--- config.mk ---
export PLATFORM = sky130hd
export DESIGN_NAME = rmd_core
export DESIGN_NICKNAME = d
export VERILOG_FILES = /design/src/hdl/rmd_pkg.sv /design/src/hdl/rmd_core.sv
export SDC_FILE = /design/constraint.sdc
export NUM_CORES = 1
export LEC_CHECK = 0
export BUFFER_PORTS_ARGS = -buffer_cell sky130_fd_sc_hd__buf_4
export CAP_MARGIN = 0
export CORE_UTILIZATION = 45
export CTS_CLUSTER_DIAMETER = 80
export DETAILED_ROUTE_END_ITERATION = 10
export GPL_ROUTABILITY_DRIVEN = 0
export HOLD_SLACK_MARGIN = 0.02
export PLACE_DENSITY_LB_ADDON = 0.2
export SLEW_MARGIN = 25
export SYNTH_ARGS = -nofsm -noshare
export SYNTH_HDL_FRONTEND = slang
export SYNTH_SLANG_ARGS = --single-unit
--- constraint.sdc ---
create_clock -name pclk -period 2.5 [get_ports pclk]
set_input_delay 0.5 -clock pclk [delete_from_list [all_inputs] [get_ports pclk]]
set_output_delay 0.5 -clock pclk [all_outputs]
set_load 0.05 [all_outputs]
--- src/hdl/rmd_pkg.sv ---
// package of the register map access and diagnostic alert block
// assumes an APB master with 32-bit data; each register is one word at index*4
package rmd_pkg;
	// ----------------------------------------
	// address space
	// ----------------------------------------
	localparam logic [7:0] USER_LAST = 8'h98;
	localparam logic [7:0] HOLE_LO = 8'h2C;
	localparam logic [7:0] HOLE_HI = 8'h2F;
	localparam logic [7:0] HOLE_ONE = 8'h46;
	// register indices (address = index*4)
	localparam logic [7:0] IDX_GENERAL_STATUS_ONE = 8'h02;
	localparam logic [7:0] IDX_GENERAL_STATUS_TWO = 8'h03;
	localparam logic [7:0] IDX_DEVCFG1 = 8'h10;
	localparam logic [7:0] IDX_DEVCFG2 = 8'h11;
	localparam logic [7:0] IDX_SCANCTL = 8'h12;
	localparam logic [7:0] IDX_SAFETY2 = 8'h13;
	localparam logic [7:0] IDX_DIAGRES = 8'h14;
	localparam logic [7:0] IDX_BALALRT = 8'h15;
	localparam logic [7:0] IDX_BALHI = 8'h16;
	localparam logic [7:0] IDX_BALLO = 8'h17;
	localparam logic [7:0] IDX_DIAG_SELECT_ONE = 8'h18;
	localparam logic [7:0] IDX_DIAG_SELECT_TWO = 8'h19;
	// ----------------------------------------
	// fields
	// ----------------------------------------
	localparam logic [15:0] DEVCFG1_MASK = 16'h00FF;
	localparam int DEVCFG1_SPARE_LSB = 8;
	localparam logic [15:0] DEVCFG1_SPARE = 16'h0F00;
	localparam logic [15:0] DEVCFG2_MASK = 16'h00FF;
	localparam logic [15:0] DEVCFG2_SPARE = 16'h1F00;
	// scan control: [2:0] scan_config_field, [3] adc_scale_diag_enable
	localparam int SCAN_CFG_LSB = 0;
	localparam int SCAN_DIAG_EN_BIT = 3;
	localparam logic [15:0] SCANCTL_MASK = 16'h000F;
	localparam logic [2:0] SCAN_ADC_A = 3'h0;
	localparam logic [2:0] SCAN_ADC_B = 3'h1;
	// safety diag status two
	localparam int FS_ALERT_BIT = 0;
	localparam int ZS_ALERT_BIT = 1;
	// general status one / two
	localparam int S1_PROTO_BIT = 0;
	localparam int S1_REJECT_BIT = 1;
	localparam int S2_PROTO_BIT = 0;
	localparam logic [11:0] ADC_FULL = 12'hFFF;
	localparam logic [11:0] ADC_ZERO = 12'h000;
	localparam int NCELL = 14;
	localparam logic [15:0] ZERO16 = 16'h0000;
	localparam logic [31:0] ZERO32 = 32'h0000_0000;
endpackage

--- src/hdl/rmd_core.sv ---
// register map access and diagnostic alert logic
// assumes an APB master on pclk; scan and diagnostic events are one-cycle pulses
`timescale 1ns/1ps
// Behaviour
// - end-of-scan ADC check only for scan codes 0 or 1 with diag enable set
// - scale checks use bipolar conversion of plus and minus supply
// - full-scale result below FFF sets full-scale alert in safety status two
// - zero-scale result above 000 sets zero-scale alert in safety status two
// - protocol errors flag alert bits in general status one and two
// - protocol-error transactions are rejected before any address decode
// - user registers decode only in 0x00 to 0x98; holes act reserved
// - 0x2C-0x2F, 0x46 and 0x99-0xFF are reserved
// - clean access to reserved address raises no error
// - reserved writes are dropped, reserved reads give zero
// - checks cover all sixteen data bits including unused ones
// - unused bits are not stored and read as zero
// - spare config fields store and read back but steer nothing
// - broken balance switch gives exactly one balance switch alert
// - broken switch n gives high-threshold violation only on cell n
// - broken sense wire k gives low-threshold violations on adjacent cells
// - write to busy register is ignored and sets rejected alert
module rmd_core
	import rmd_pkg::*;
(
	input wire logic pclk,
	input wire logic presetn,
	input wire logic clk_en,
	input wire logic psel,
	input wire logic penable,
	input wire logic pwrite,
	input wire logic [11:0] paddr,
	input wire logic [31:0] pwdata,
	input wire logic [3:0] pstrb,
	input wire logic proto_err,
	input wire logic scan_done,
	input wire logic [2:0] adc_mode,
	input wire logic [11:0] fs_code,
	input wire logic [11:0] zs_code,
	input wire logic diag_done,
	input wire logic [NCELL-1:0] cell_over_hi,
	input wire logic [NCELL-1:0] cell_under_lo,
	input wire logic busy,
	output logic pready,
	output logic pslverr,
	output logic [31:0] prdata,
	output logic diag_run,
	output logic [2:0] diag_adc_mode
);
	// ----------------------------------------
	// decode
	// ----------------------------------------
	function automatic logic is_reserved(input logic [7:0] idx);
		is_reserved = (idx > USER_LAST) || (idx >= HOLE_LO && idx <= HOLE_HI)
			|| (idx == HOLE_ONE);
	endfunction

	function automatic logic is_status(input logic [7:0] idx);
		is_status = (idx == IDX_GENERAL_STATUS_ONE) || (idx == IDX_GENERAL_STATUS_TWO) || (idx == IDX_SAFETY2)
			|| (idx == IDX_DIAGRES) || (idx == IDX_BALALRT);
	endfunction

	logic [7:0] idx;
	logic access;
	logic clean;
	logic wr_ok;
	logic [15:0] wdata;
	logic [15:0] devcfg1;
	logic [15:0] devcfg2;
	logic [15:0] scanctl;
	logic [15:0] diag_select_one;
	logic [15:0] diag_select_two;
	logic [15:0] general_status_one;
	logic [15:0] general_status_two;
	logic [15:0] safety2;
	logic [NCELL-1:0] bal_hi;
	logic [NCELL-1:0] bal_lo;
	logic bal_sw_alert;
	logic [15:0] next_rdata;
	logic run_check;
	logic fs_bad;
	logic zs_bad;
	logic [NCELL-1:0] hi_set;
	logic [NCELL-1:0] lo_set;
	logic wr_busy;
	logic bad_strobe;

	assign idx = paddr[9:2];
	assign access = psel && penable && pready && clk_en;
	assign wdata = pwdata[15:0];
	// partial strobes on the low half count as a protocol fault
	assign bad_strobe = pwrite && (pstrb[1:0] != 2'b11);
	assign clean = !proto_err && !bad_strobe && (paddr[1:0] == 2'b00);
	// registers held by a running internal operation
	assign wr_busy = busy && (idx == IDX_SCANCTL || idx == IDX_DIAG_SELECT_ONE || idx == IDX_DIAG_SELECT_TWO);
	assign wr_ok = access && pwrite && clean && !is_reserved(idx) && !wr_busy;

	// ----------------------------------------
	// apb handshake
	// ----------------------------------------
	// one wait state: pready rises in the second access cycle
	always_ff @(posedge pclk or negedge presetn) begin
		if (!presetn) begin
			pready <= 1'b0;
		end else if (clk_en) begin
			pready <= psel && penable && !pready;
		end
	end

	always_ff @(posedge pclk or negedge presetn) begin
		if (!presetn) begin
			pslverr <= 1'b0;
		end else if (clk_en) begin
			// misaligned, faulty or badly strobed transfers are refused
			pslverr <= psel && penable && !pready
				&& (proto_err || bad_strobe || paddr[1:0] != 2'b00);
		end
	end

	// ----------------------------------------
	// writable registers
	// ----------------------------------------
	// spare config bits are kept for readback only
	always_ff @(posedge pclk or negedge presetn) begin
		if (!presetn) begin
			devcfg1 <= ZERO16;
		end else if (wr_ok && idx == IDX_DEVCFG1) begin
			devcfg1 <= wdata & (DEVCFG1_MASK | DEVCFG1_SPARE);
		end
	end

	always_ff @(posedge pclk or negedge presetn) begin
		if (!presetn) begin
			devcfg2 <= ZERO16;
		end else if (wr_ok && idx == IDX_DEVCFG2) begin
			devcfg2 <= wdata & (DEVCFG2_MASK | DEVCFG2_SPARE);
		end
	end

	always_ff @(posedge pclk or negedge presetn) begin
		if (!presetn) begin
			scanctl <= ZERO16;
		end else if (wr_ok && idx == IDX_SCANCTL) begin
			scanctl <= wdata & SCANCTL_MASK;
		end
	end

	always_ff @(posedge pclk or negedge presetn) begin
		if (!presetn) begin
			diag_select_one <= ZERO16;
		end else if (wr_ok && idx == IDX_DIAG_SELECT_ONE) begin
			diag_select_one <= wdata;
		end
	end

	always_ff @(posedge pclk or negedge presetn) begin
		if (!presetn) begin
			diag_select_two <= ZERO16;
		end else if (wr_ok && idx == IDX_DIAG_SELECT_TWO) begin
			diag_select_two <= wdata;
		end
	end

	// ----------------------------------------
	// end-of-scan adc check
	// ----------------------------------------
	assign run_check = scan_done && scanctl[SCAN_DIAG_EN_BIT]
		&& (scanctl[SCAN_CFG_LSB +: 3] == SCAN_ADC_A
		|| scanctl[SCAN_CFG_LSB +: 3] == SCAN_ADC_B);
	assign fs_bad = run_check && (fs_code < ADC_FULL);
	assign zs_bad = run_check && (zs_code > ADC_ZERO);

	always_ff @(posedge pclk or negedge presetn) begin
		if (!presetn) begin
			diag_run <= 1'b0;
			diag_adc_mode <= 3'h0;
		end else if (clk_en) begin
			diag_run <= run_check;
			diag_adc_mode <= devcfg1[2:0];
		end
	end

	// ----------------------------------------
	// status registers, write one to clear, set wins
	// ----------------------------------------
	logic ev_proto;
	logic ev_reject;
	logic fs_alert;
	logic zs_alert;
	logic proto_alert1;
	logic reject_alert;
	logic proto_alert2;
	assign ev_proto = access && !clean;
	assign ev_reject = access && pwrite && clean && !is_reserved(idx) && wr_busy;

	// a clear that meets a new event leaves the bit set
	always_ff @(posedge pclk or negedge presetn) begin
		if (!presetn) begin
			fs_alert <= 1'b0;
		end else if (clk_en) begin
			if (wr_ok && idx == IDX_SAFETY2 && wdata[FS_ALERT_BIT]) begin
				fs_alert <= fs_bad;
			end else begin
				fs_alert <= fs_alert | fs_bad;
			end
		end
	end

	always_ff @(posedge pclk or negedge presetn) begin
		if (!presetn) begin
			zs_alert <= 1'b0;
		end else if (clk_en) begin
			if (wr_ok && idx == IDX_SAFETY2 && wdata[ZS_ALERT_BIT]) begin
				zs_alert <= zs_bad;
			end else begin
				zs_alert <= zs_alert | zs_bad;
			end
		end
	end

	always_ff @(posedge pclk or negedge presetn) begin
		if (!presetn) begin
			proto_alert1 <= 1'b0;
		end else if (clk_en) begin
			if (wr_ok && idx == IDX_GENERAL_STATUS_ONE && wdata[S1_PROTO_BIT]) begin
				proto_alert1 <= ev_proto;
			end else begin
				proto_alert1 <= proto_alert1 | ev_proto;
			end
		end
	end

	always_ff @(posedge pclk or negedge presetn) begin
		if (!presetn) begin
			reject_alert <= 1'b0;
		end else if (clk_en) begin
			if (wr_ok && idx == IDX_GENERAL_STATUS_ONE && wdata[S1_REJECT_BIT]) begin
				reject_alert <= ev_reject;
			end else begin
				reject_alert <= reject_alert | ev_reject;
			end
		end
	end

	always_ff @(posedge pclk or negedge presetn) begin
		if (!presetn) begin
			proto_alert2 <= 1'b0;
		end else if (clk_en) begin
			if (wr_ok && idx == IDX_GENERAL_STATUS_TWO && wdata[S2_PROTO_BIT]) begin
				proto_alert2 <= ev_proto;
			end else begin
				proto_alert2 <= proto_alert2 | ev_proto;
			end
		end
	end

	// unused status bits read as zero
	always_comb begin
		general_status_one = ZERO16;
		general_status_one[S1_PROTO_BIT] = proto_alert1;
		general_status_one[S1_REJECT_BIT] = reject_alert;
		general_status_two = ZERO16;
		general_status_two[S2_PROTO_BIT] = proto_alert2;
		safety2 = ZERO16;
		safety2[FS_ALERT_BIT] = fs_alert;
		safety2[ZS_ALERT_BIT] = zs_alert;
	end

	// ----------------------------------------
	// open-wire threshold results
	// ----------------------------------------
	genvar c;
	generate
		for (c = 0; c < NCELL; c++) begin : g_cell
			assign hi_set[c] = diag_done && cell_over_hi[c];
			assign lo_set[c] = diag_done && cell_under_lo[c];
			always_ff @(posedge pclk or negedge presetn) begin
				if (!presetn) begin
					bal_hi[c] <= 1'b0;
					bal_lo[c] <= 1'b0;
				end else if (clk_en) begin
					if (wr_ok && idx == IDX_BALHI) begin
						bal_hi[c] <= (bal_hi[c] & ~wdata[c]) | hi_set[c];
					end else begin
						bal_hi[c] <= bal_hi[c] | hi_set[c];
					end
					if (wr_ok && idx == IDX_BALLO) begin
						bal_lo[c] <= (bal_lo[c] & ~wdata[c]) | lo_set[c];
					end else begin
						bal_lo[c] <= bal_lo[c] | lo_set[c];
					end
				end
			end
		end
	endgenerate

	// single switch alert: exactly one high-threshold cell and no low ones
	always_ff @(posedge pclk or negedge presetn) begin
		if (!presetn) begin
			bal_sw_alert <= 1'b0;
		end else if (clk_en) begin
			if (diag_done && $onehot(cell_over_hi) && cell_under_lo == '0) begin
				bal_sw_alert <= 1'b1;
			end else if (wr_ok && idx == IDX_BALALRT && wdata[0]) begin
				bal_sw_alert <= 1'b0;
			end
		end
	end

	// ----------------------------------------
	// read mux
	// ----------------------------------------
	always_comb begin
		next_rdata = ZERO16;
		if (!is_reserved(idx)) begin
			unique case (idx)
				IDX_GENERAL_STATUS_ONE: next_rdata = general_status_one;
				IDX_GENERAL_STATUS_TWO: next_rdata = general_status_two;
				IDX_DEVCFG1: next_rdata = devcfg1;
				IDX_DEVCFG2: next_rdata = devcfg2;
				IDX_SCANCTL: next_rdata = scanctl;
				IDX_SAFETY2: next_rdata = safety2;
				IDX_BALALRT: next_rdata = {15'h0000, bal_sw_alert};
				IDX_BALHI: next_rdata = {2'h0, bal_hi};
				IDX_BALLO: next_rdata = {2'h0, bal_lo};
				IDX_DIAG_SELECT_ONE: next_rdata = diag_select_one;
				IDX_DIAG_SELECT_TWO: next_rdata = diag_select_two;
				default: next_rdata = ZERO16;
			endcase
		end
	end

	always_ff @(posedge pclk or negedge presetn) begin
		if (!presetn) begin
			prdata <= ZERO32;
		end else if (clk_en) begin
			if (psel && penable && !pready && !pwrite && !proto_err) begin
				prdata <= {16'h0000, next_rdata};
			end else if (!psel) begin
				prdata <= ZERO32;
			end
		end
	end
endmodule // rmd_core

* After elaboration in Yosys (flattened, before gate mapping)
Cells that the tools add are included.
W data, S select, Z words.
** Storage, ports and cells
- Bits of input ports :: 113
- Bits in registers :: 133
** Cells by class
- Reduce and logical (&&, ||, !) cells :: 90
- $lt $le $gt $ge :: 5
- $add $sub $neg :: 13
- Bitwise operators :: 103
- Equal/unequal tests :: 16
- Multiplexer cells :: 39
** Operators with widths (number)
- $pmux W16 S11 :: 1
- $eq A8 B5 Y1 const B :: 9
- $logic_and A1 B1 Y1 :: 69
- $mux W32 :: 2
- $or A1 B1 Y1 :: 61
- $mux W1 :: 35
- $and A1 B1 Y1 :: 28
- $eq A8 B2 Y1 const B :: 2
- $mux W16 :: 1
- $add A1 B1 Y2 :: 7
- $logic_not A14 Y1 :: 1
- $not A1 Y1 :: 14
- $gt A12 B1 Y1 const B :: 1
- $lt A12 B12 Y1 const B :: 1
- $add A2 B2 Y3 :: 3
- $eq A8 B7 Y1 const B :: 1
- $ge A8 B6 Y1 const B :: 1
- $gt A8 B8 Y1 const B :: 1
- $le A8 B6 Y1 const B :: 1
- $logic_not A1 Y1 :: 7
- $logic_or A1 B1 Y1 :: 7
- $add A3 B2 Y4 :: 1
- $add A3 B3 Y4 :: 1
- $add A4 B4 Y4 :: 1
- 8 further kinds :: 10

* Depth between registers and ports, before layout
Gate-level depths: netlist of run 1.
- Word-level depth :: 12
- Depth in mapped cells :: 14

* Worst setup path before layout of run 1
No wires, ideal clock.
- Kind :: input to register
- Start :: input cell_over_hi[0]
- End :: register bal_sw_alert
- Setup time :: 0.083 ns
- Arrival time :: 3.616 ns
- Path slack :: -1.199 ns
- Buffers on the path :: 0
- Required time :: 2.417 ns
- Cell stages on the path :: 14
- Cells stage by stage :: inv_1 -> fa_1 -> inv_1 -> fa_1 -> fa_1 -> inv_1 -> fa_1 -> inv_1 -> ha_1 -> inv_1 -> fa_1 -> and4_1 -> nand4_1 -> o21ai_0
** On the way
- Cells in the longest elaborated chain, start to end :: 9
- Elaborated cells on any way between the ends :: 10
** Ends and longest elaborated chain
- start: declaration :: line rmd_core.sv:40 : input wire logic [NCELL-1:0] cell_over_hi,
- $add A1 B1 Y2 (implied by the code) * :: line rmd_core.sv:301 : if (diag_done && $onehot(cell_over_hi) && cell_under_lo == '0) begin
- $add A2 B2 Y3 (implied by the code) * :: line rmd_core.sv:301
- $add A3 B3 Y4 (implied by the code) * :: line rmd_core.sv:301
- $add A4 B4 Y4 (implied by the code) * :: line rmd_core.sv:301
- $eq A4 B1 Y1 * :: line rmd_core.sv:301
- $logic_and A1 B1 Y1 * (2 in series) :: line rmd_core.sv:301
- $reduce_bool A2 Y1 (no source line)
- $reduce_and A2 Y1 (no source line)
- end signal: assignment :: line rmd_core.sv:299 : bal_sw_alert <= 1'b0;
- end signal: assignment :: line rmd_core.sv:302 : bal_sw_alert <= 1'b1;
- end signal: assignment :: line rmd_core.sv:304 : bal_sw_alert <= 1'b0;
- end: declaration :: line rmd_core.sv:77 : logic bal_sw_alert;
Mark *: on every way between the ends. The rest lies on a longest branch, timed or not.
A chain may end at the register's enable or synchronous reset.

* Worst setup path in the final report of run 1
Ends and elaborated chain as after synthesis.

==> results.py, run 1 <==
metrics = {
    "outcome": {
        "status": "finished with violations",
        "failed_checks": "negative setup slack",
    },
    "worst_setup_path": {
        "crit_slowest_cell": "fa_1",
        "crit_path_max_incr_delay_ps": 560,
        "cp.arrival_ps": 3870,
        "critPathRequiredTime_ps": 2850,
        "crit_top_cell": "fa_1",
        "setup.worst_path.end_class": "register",
        "critPathTopFamily": "adder cells",
        "path_cells": "buf_4, inv_1, fa_1, inv_2, fa_1, fa_1, inv_1, fa_1, inv_2, ha_4, inv_2, fa_1, and4_1, nand4_1, o21ai_1",
        "critPathLaunchType": "input pin",
        "crit_fanout": 2,
        "worstSetupPathType": "input pin to register",
        "worst-path-buf-inv": 6,
    },
    "floorplanning": {
        "fp.coreArea_mm2": 0.01335,
        "ios": 151,
        "die_x_um": 119.5,
        "die_y_um": 119.5,
        "dieArea_mm2": 0.01427,
        "start_util_pct": 46.52,
        "num_rows": 42,
    },
    "flow_run": {
        "maxCapViolCount": 0,
    },
    "logic_synthesis": {
        "synth.distinct_cells": 62,
        "synth_async_sr_flop_share_pct": 100.0,
        "synth_seq_area_share_pct": 47.15,
        "ys.warnings.count": 0,
        "syn_inst": 525,
        "synth_edf_count": 0,
        "synth-main-ff-cell": "dfrtp_1",
        "ys_ff_latch": 117,
        "syn_avg_cell_area_um2": 11.83,
        "syn-cell-area_mm2": 0.006210,
    },
    "cells_and_area": {
        "layout_common_cells": "buf_4 (160), dfrtp_1 (117), a22o_1 (45), nand3_1 (35), mux2_2 (31)",
        "fin_nets": 808,
        "filler_cell_count": 1102,
        "drive_above_1_share_pct": 39.91,
        "mostFrequentLayoutCell": "buf_4",
        "diodes": 0,
        "area_growth_pct": 32.06,
        "final_cells": 870,
    },
    "sta": {
        "max_freq_ghz": 0.2845,
        "clock-skew-final_ps": 10.27,
        "maxSlewHeadroom_pct": 56.35,
        "period_share_pct": 140.6,
        "finalSetupViolCount": 1,
        "slew_viol_final": 0,
        "hold_viol": 0,
        "worst_slew_pin_slew_ps": 648.8,
        "period_minus_slack_ps": 3515,
        "setup_ws_ps": -1015,
        "rsz0062_at_grt": "true",
    },
    "clocking": {
        "cts.path.max_buffers": 2,
        "post_cts_buffers": 0,
        "root_buffer": "clkbuf_16",
        "cts_sinks": 117,
        "hold_buffers": 0,
        "cts_tree": "yes",
        "clkTransAtPathRegs_ps": 60,
        "worst_skew_pair.late_latency_ps": 420,
        "htree_levels": 4,
        "numCtsBuffers": 17,
    },
    "global_route": {
        "grt_usage_pct": 26.60,
        "grt_pass1_vias": 5128,
        "grt_max_degree": 59,
        "antenna_found_initial": 0,
        "grt_pass1_wl_mm": 28.50,
        "overflow": 0,
    },
    "detailed_routing": {
        "drt_iter0_markers": 358,
        "viasPerCell": 5.811,
        "wire_per_inst_um": 20.23,
        "first_pass_iters": 5,
        "wirelength_mm": 17.60,
        "drc": 0,
        "num_vias": 5056,
        "drtAntennaViolNets": 0,
    },
    "power": {
        "seq_power_share_pct": 38.6,
        "powerDensity_mw_per_mm2": 605.9,
        "p_int_w": 0.003731,
        "p_clk_share_pct": 48.5,
        "total_power_w": 0.004968,
        "sw_frac_of_total_pct": 24.90,
        "p_leak_nw": 4.002,
        "comb_power_share_pct": 12.9,
        "p_switching_w": 0.001237,
        "ir_drop_mv": 0.5012,
    },
    "placed_design": {
        "dp_hpwl_mm": 12.71,
        "dp_worst_setup_slack_ps": -1472,
        "io_buffers": 111,
        "dp_cells": 840,
    },
    "min_path": {
        "hold_class": "input pin to asynchronous set/reset pin",
    },
}
==> stage by stage <==
step	setup TNS [ps]	utilization [%]	cell area [µm²]	hold slack, ps
after floorplan	-1180	-	6266	204.4
after global placement	-2639	56.96	7604	465.7
after detailed placement	-4222	56.96	7604	473.3
after CTS	-1042	61.34	8188	34.39
after global routing	-1177	61.44	8200	47.39
final	-1015	61.44	8200	30.73
==> power by group through the flow <==
stage          Clock [W]  Combinational, W  Sequential (W)
2_1_floorplan          0          0.000324         0.00196
3_3_place_gp           0          0.000584         0.00195
3_5_place_dp           0          0.000627         0.00195
4_1_cts          0.00243          0.000628         0.00192
5_1_grt          0.00253          0.000711         0.00192
6_report         0.00241          0.000640         0.00192
==> what timing repair did <==
item | CTS | global route
gates resized for setup | 0 | 5
pin swaps | 0 | 0
endpoints found under the setup margin | 1 | 1
==> layer usage <==
layer | track usage [%] | part of all wire (%) | vias up
met5 | 0 | 0 | -
met4 | 7.187 | 0.93 | 0
met3 | 6.513 | 5.8 | 18
met2 | 42.49 | 49 | 173
met1 | 36.02 | 44 | 2598
li1 | - | - | 2267
==> final timing paths <==
path	start	endpoint	slack, ps	depth (start not counted)
max in group asynchronous	presetn	diag_select_two[2]$_DFFE_PN0P_	1730	2
max reg2reg	pready$_DFFE_PN0P_	bal_sw_alert$_DFFE_PN0P_	340	5
min reg2reg	zs_alert$_DFFE_PN0P_	zs_alert$_DFFE_PN0P_	480	1
max	cell_over_hi[0]	bal_sw_alert$_DFFE_PN0P_	-1020	15
min	presetn	diag_run$_DFFE_PN0P_	30	1
min in group pclk	cell_under_lo[0]	bal_lo[0]$_DFFE_PN0P_	300	3
==> cell families after synthesis <==
| kind of cell | synth area share, % |
|---|---|
| adder cells (fa/ha/maj) | 3.506 |
| flip-flops | 47.15 |
| other | 0.06039 |
| AO/OA/AOI/OAI | 14.49 |
| buffers and inverters | 6.468 |
| multiplexers | 14.69 |
| AND/OR/NAND/NOR | 13.64 |
==> layout make-up <==
cell class / instances / area (µm²) / area share [%]
multi-input cells: 350 / 2949 / 35.96
flip-flops and latches: 117 / 2928 / 35.70
repair buffers: 171 / 1421 / 17.33
clock buffers: 22 / 484.2 / 5.905
well taps: 176 / 220.2 / 2.685
clock inverters: 8 / 100.1 / 1.221
inverters: 26 / 97.59 / 1.190
==> synth_stat cells (5+ instances only) <==
cell type  count  area share [%]
dfrtp_1      117              47
a22o_1        45             6.3
nand3_1       35             2.8
mux2_2        31             5.6
a22oi_1       28             3.4
inv_1         26             1.6
mux2_4        24             5.8
buf_4         18             2.2
nand2_1       16            0.97
nand4_1       13             1.3
nor2_1        12            0.73
nor4_1        12             1.2
buf_2         11            0.89
mux2_1        10             1.8
clkbuf_1       9            0.54
fa_1           9             2.9
mux2i_1        9             1.5
nand2b_1       7            0.71
o21ai_0        7            0.56
buf_6          6             1.1
nor3_1         6            0.48
nor4b_1        5            0.71
==> registers in the layout, indices dropped and copies added, names as in the netlist, 3 cells and up <==
name and flops:
devcfg1 12, diag_adc_mode 3, prdata 16, devcfg2 13, diag_select_two 16, scanctl 4, bal_lo 14, bal_hi 14
diag_select_one 16
No activity file was read; power rests on OpenSTA's default activity.
==> inputs of run 2 (changes only) <==
--- a/config.mk
+++ b/config.mk
@@ -7,6 +7,7 @@
 export LEC_CHECK = 0
 export BUFFER_PORTS_ARGS = -buffer_cell sky130_fd_sc_hd__buf_4
 export CAP_MARGIN = 0
+export CORE_MARGIN = 4
 export CORE_UTILIZATION = 45
 export CTS_CLUSTER_DIAMETER = 80
 export DETAILED_ROUTE_END_ITERATION = 10
==> run 2 against run 1 <==
  * The flow still finishes with violations (negative setup slack)
  * First-iteration DRC count decreased by 18%
  * Sequential cell count unchanged
  * Combinational power shrank 0.8%
  * Sequential share of layout area decreased by 0.53 points
  * Clock power rose by 8%
  * Die area grew 10%
  * Maximum frequency rose by 1.5%
  * Critical path depth shrank 2
  * Non-clock buffer count rose by 8
  * Via count fell by 0.36%
  * Largest cell class unchanged
  * Final cell count is 1.1% higher
  * Final area grew 1.5%
==> results.py, run 2 (same netlist as run 1, synthesis figures left out) <==
metrics = {
    "outcome": {
        "status": "finished with violations",
        "failed_checks": "negative setup slack",
    },
    "detailed_routing": {
        "drtAntennaViolNets": 0,
        "first_pass_iters": 5,
        "drt_iter0_markers": 292,
        "drc": 0,
        "num_vias": 5038,
        "viasPerCell": 5.725,
        "wirelength_mm": 17.59,
        "wire_per_inst_um": 19.99,
    },
    "clocking": {
        "cts_tree": "yes",
        "root_buffer": "clkbuf_16",
        "cts.path.max_buffers": 2,
        "htree_levels": 4,
        "numCtsBuffers": 17,
        "hold_buffers": 0,
        "clkTransAtPathRegs_ps": 50,
        "post_cts_buffers": 0,
        "worst_skew_pair.late_latency_ps": 410,
        "cts_sinks": 117,
    },
    "worst_setup_path": {
        "setup.worst_path.end_class": "register",
        "reg2reg_setup_slack_ps": 540,
        "reg2reg_from": "pready$_DFFE_PN0P_",
        "worstSetupPathType": "input pin to register",
        "critPathRequiredTime_ps": 2840,
        "crit_path_max_incr_delay_ps": 590,
        "r2r.worst_path.cells": 7,
        "crit_fanout": 2,
        "cp.arrival_ps": 3810,
        "critPathLaunchType": "input pin",
        "crit_top_cell": "fa_1",
        "path_cells": "buf_4, fa_1, fa_1, fa_1, inv_1, fa_1, inv_1, ha_2, inv_2, fa_1, and4_1, nand4_1, o21ai_1",
        "crit_slowest_cell": "fa_1",
        "reg2reg_to": "scanctl[0]$_DFFE_PN0P_",
    },
    "sta": {
        "setup_tns_ps": -962.5,
        "setup_ws_ps": -962.5,
        "period_minus_slack_ps": 3462,
        "rsz0062_at_grt": "true",
        "clock-skew-final_ps": 7.690,
        "worst_slew_pin_slew_ps": 556.4,
        "hold_viol": 0,
        "max_freq_ghz": 0.2888,
        "finalSetupViolCount": 1,
        "maxSlewHeadroom_pct": 61.95,
        "period_share_pct": 138.5,
        "slew_viol_final": 0,
    },
    "global_route": {
        "grt_max_degree": 39,
        "overflow": 0,
        "grt_pass1_vias": 5344,
        "grt_usage_pct": 22.87,
        "antenna_found_initial": 0,
        "grt_pass1_wl_mm": 28.43,
    },
    "cells_and_area": {
        "design_area_mm2": 0.008323,
        "reg_top3": "diag_select_one x16, diag_select_two x16, prdata x16",
        "register_area_mm2": 0.002928,
        "area_growth_pct": 34.03,
        "diodes": 0,
        "multi_input_area_mm2": 0.002945,
        "mostFrequentLayoutCell": "buf_4",
        "fin_nets": 816,
        "final_cells": 880,
        "filler_cell_count": 1092,
        "postLayoutCoreUtil_pct": 62.11,
        "layout_common_cells": "buf_4 (166), dfrtp_1 (117), a22o_1 (45), nand3_1 (35), mux2_2 (31)",
        "drive_above_1_share_pct": 40.91,
    },
    "floorplanning": {
        "fp.coreArea_mm2": 0.01340,
        "die_y_um": 125.5,
        "start_util_pct": 46.34,
        "num_rows": 42,
        "die_x_um": 125.5,
        "dieArea_mm2": 0.01574,
        "ios": 151,
    },
    "power": {
        "seq_power_share_pct": 37.2,
        "ir_drop_mv": 0.4600,
        "p_int_w": 0.003900,
        "p_clk_share_pct": 50.5,
        "sw_frac_of_total_pct": 24.35,
        "p_switching_w": 0.001255,
        "comb_power_share_pct": 12.3,
        "p_leak_nw": 4.064,
        "powerDensity_mw_per_mm2": 619.4,
    },
    "placed_design": {
        "dp_hpwl_mm": 13.17,
        "io_buffers": 111,
        "placed_cell_area_mm2": 0.007676,
        "dp_worst_setup_slack_ps": -1420,
        "dp_cells": 848,
    },
    "flow_run": {
        "maxCapViolCount": 0,
    },
    "min_path": {
        "hold_class": "input pin to asynchronous set/reset pin",
    },
}
run 2: worst max path at each step:
stage / start / cells past startpoint / end / slack (ps)
6_report: cell_over_hi[5] / 13 / bal_sw_alert$_DFFE_PN0P_ / -960
5_1_grt: cell_over_hi[0] / 15 / bal_sw_alert$_DFFE_PN0P_ / -1090
4_1_cts: cell_over_hi[0] / 15 / bal_sw_alert$_DFFE_PN0P_ / -990
3_5_place_dp: cell_over_hi[0] / 15 / bal_sw_alert$_DFFE_PN0P_ / -1420
3_3_place_gp: cell_over_hi[0] / 15 / bal_sw_alert$_DFFE_PN0P_ / -1350
2_1_floorplan: cell_over_hi[0] / 14 / bal_sw_alert$_DFFE_PN0P_ / -1180
run 2: metrics by stage:
step,power (W),hold slack [ps]
floorplan,0.002280,204.4
global placement,0.002539,473.5
detailed placement,0.002578,482.8
CTS,0.005176,80.63
global route,0.005341,102.4
finish,0.005155,63.49
run 2: critical path, delay by kind of cell:
family	cells	cell delay (ps)
AND/OR/NAND/NOR	2	250
buffers and inverters	4	290
adder cells (fa/ha/maj)	6	2620
AO/OA/AOI/OAI	1	150
run 2: repair_timing:
item | CTS | global route
resized for setup | 0 | 7
setup endpoints to repair | 1 | 1
pin swaps | 0 | 1
run 2: power groups by stage:
stage          registers, W  clock network [W]  logic, W
2_1_floorplan       0.00196                  0  0.000324
3_3_place_gp        0.00195                  0  0.000591
3_5_place_dp        0.00195                  0  0.000630
4_1_cts             0.00192            0.00263  0.000630
5_1_grt             0.00192            0.00272  0.000708
6_report            0.00192            0.00260  0.000635
run 2: area by class of cell:
type | count | area share, %
inverter | 26 | 1.173
timing repair buffer | 179 | 17.99
tap | 176 | 2.646
sequential | 117 | 35.18
clock buffer | 21 | 5.532
multi-input combinational | 350 | 35.39
clock inverter | 11 | 2.090
run 2: routing by layer:
layer  vias up  GRT usage [%]  wire length (µm)
met5         -              0                 0
met4         0          8.227               411
met3        31          4.136               786
met2       172          36.75              8499
met1      2551          31.21              7896
li1       2284              -                 -
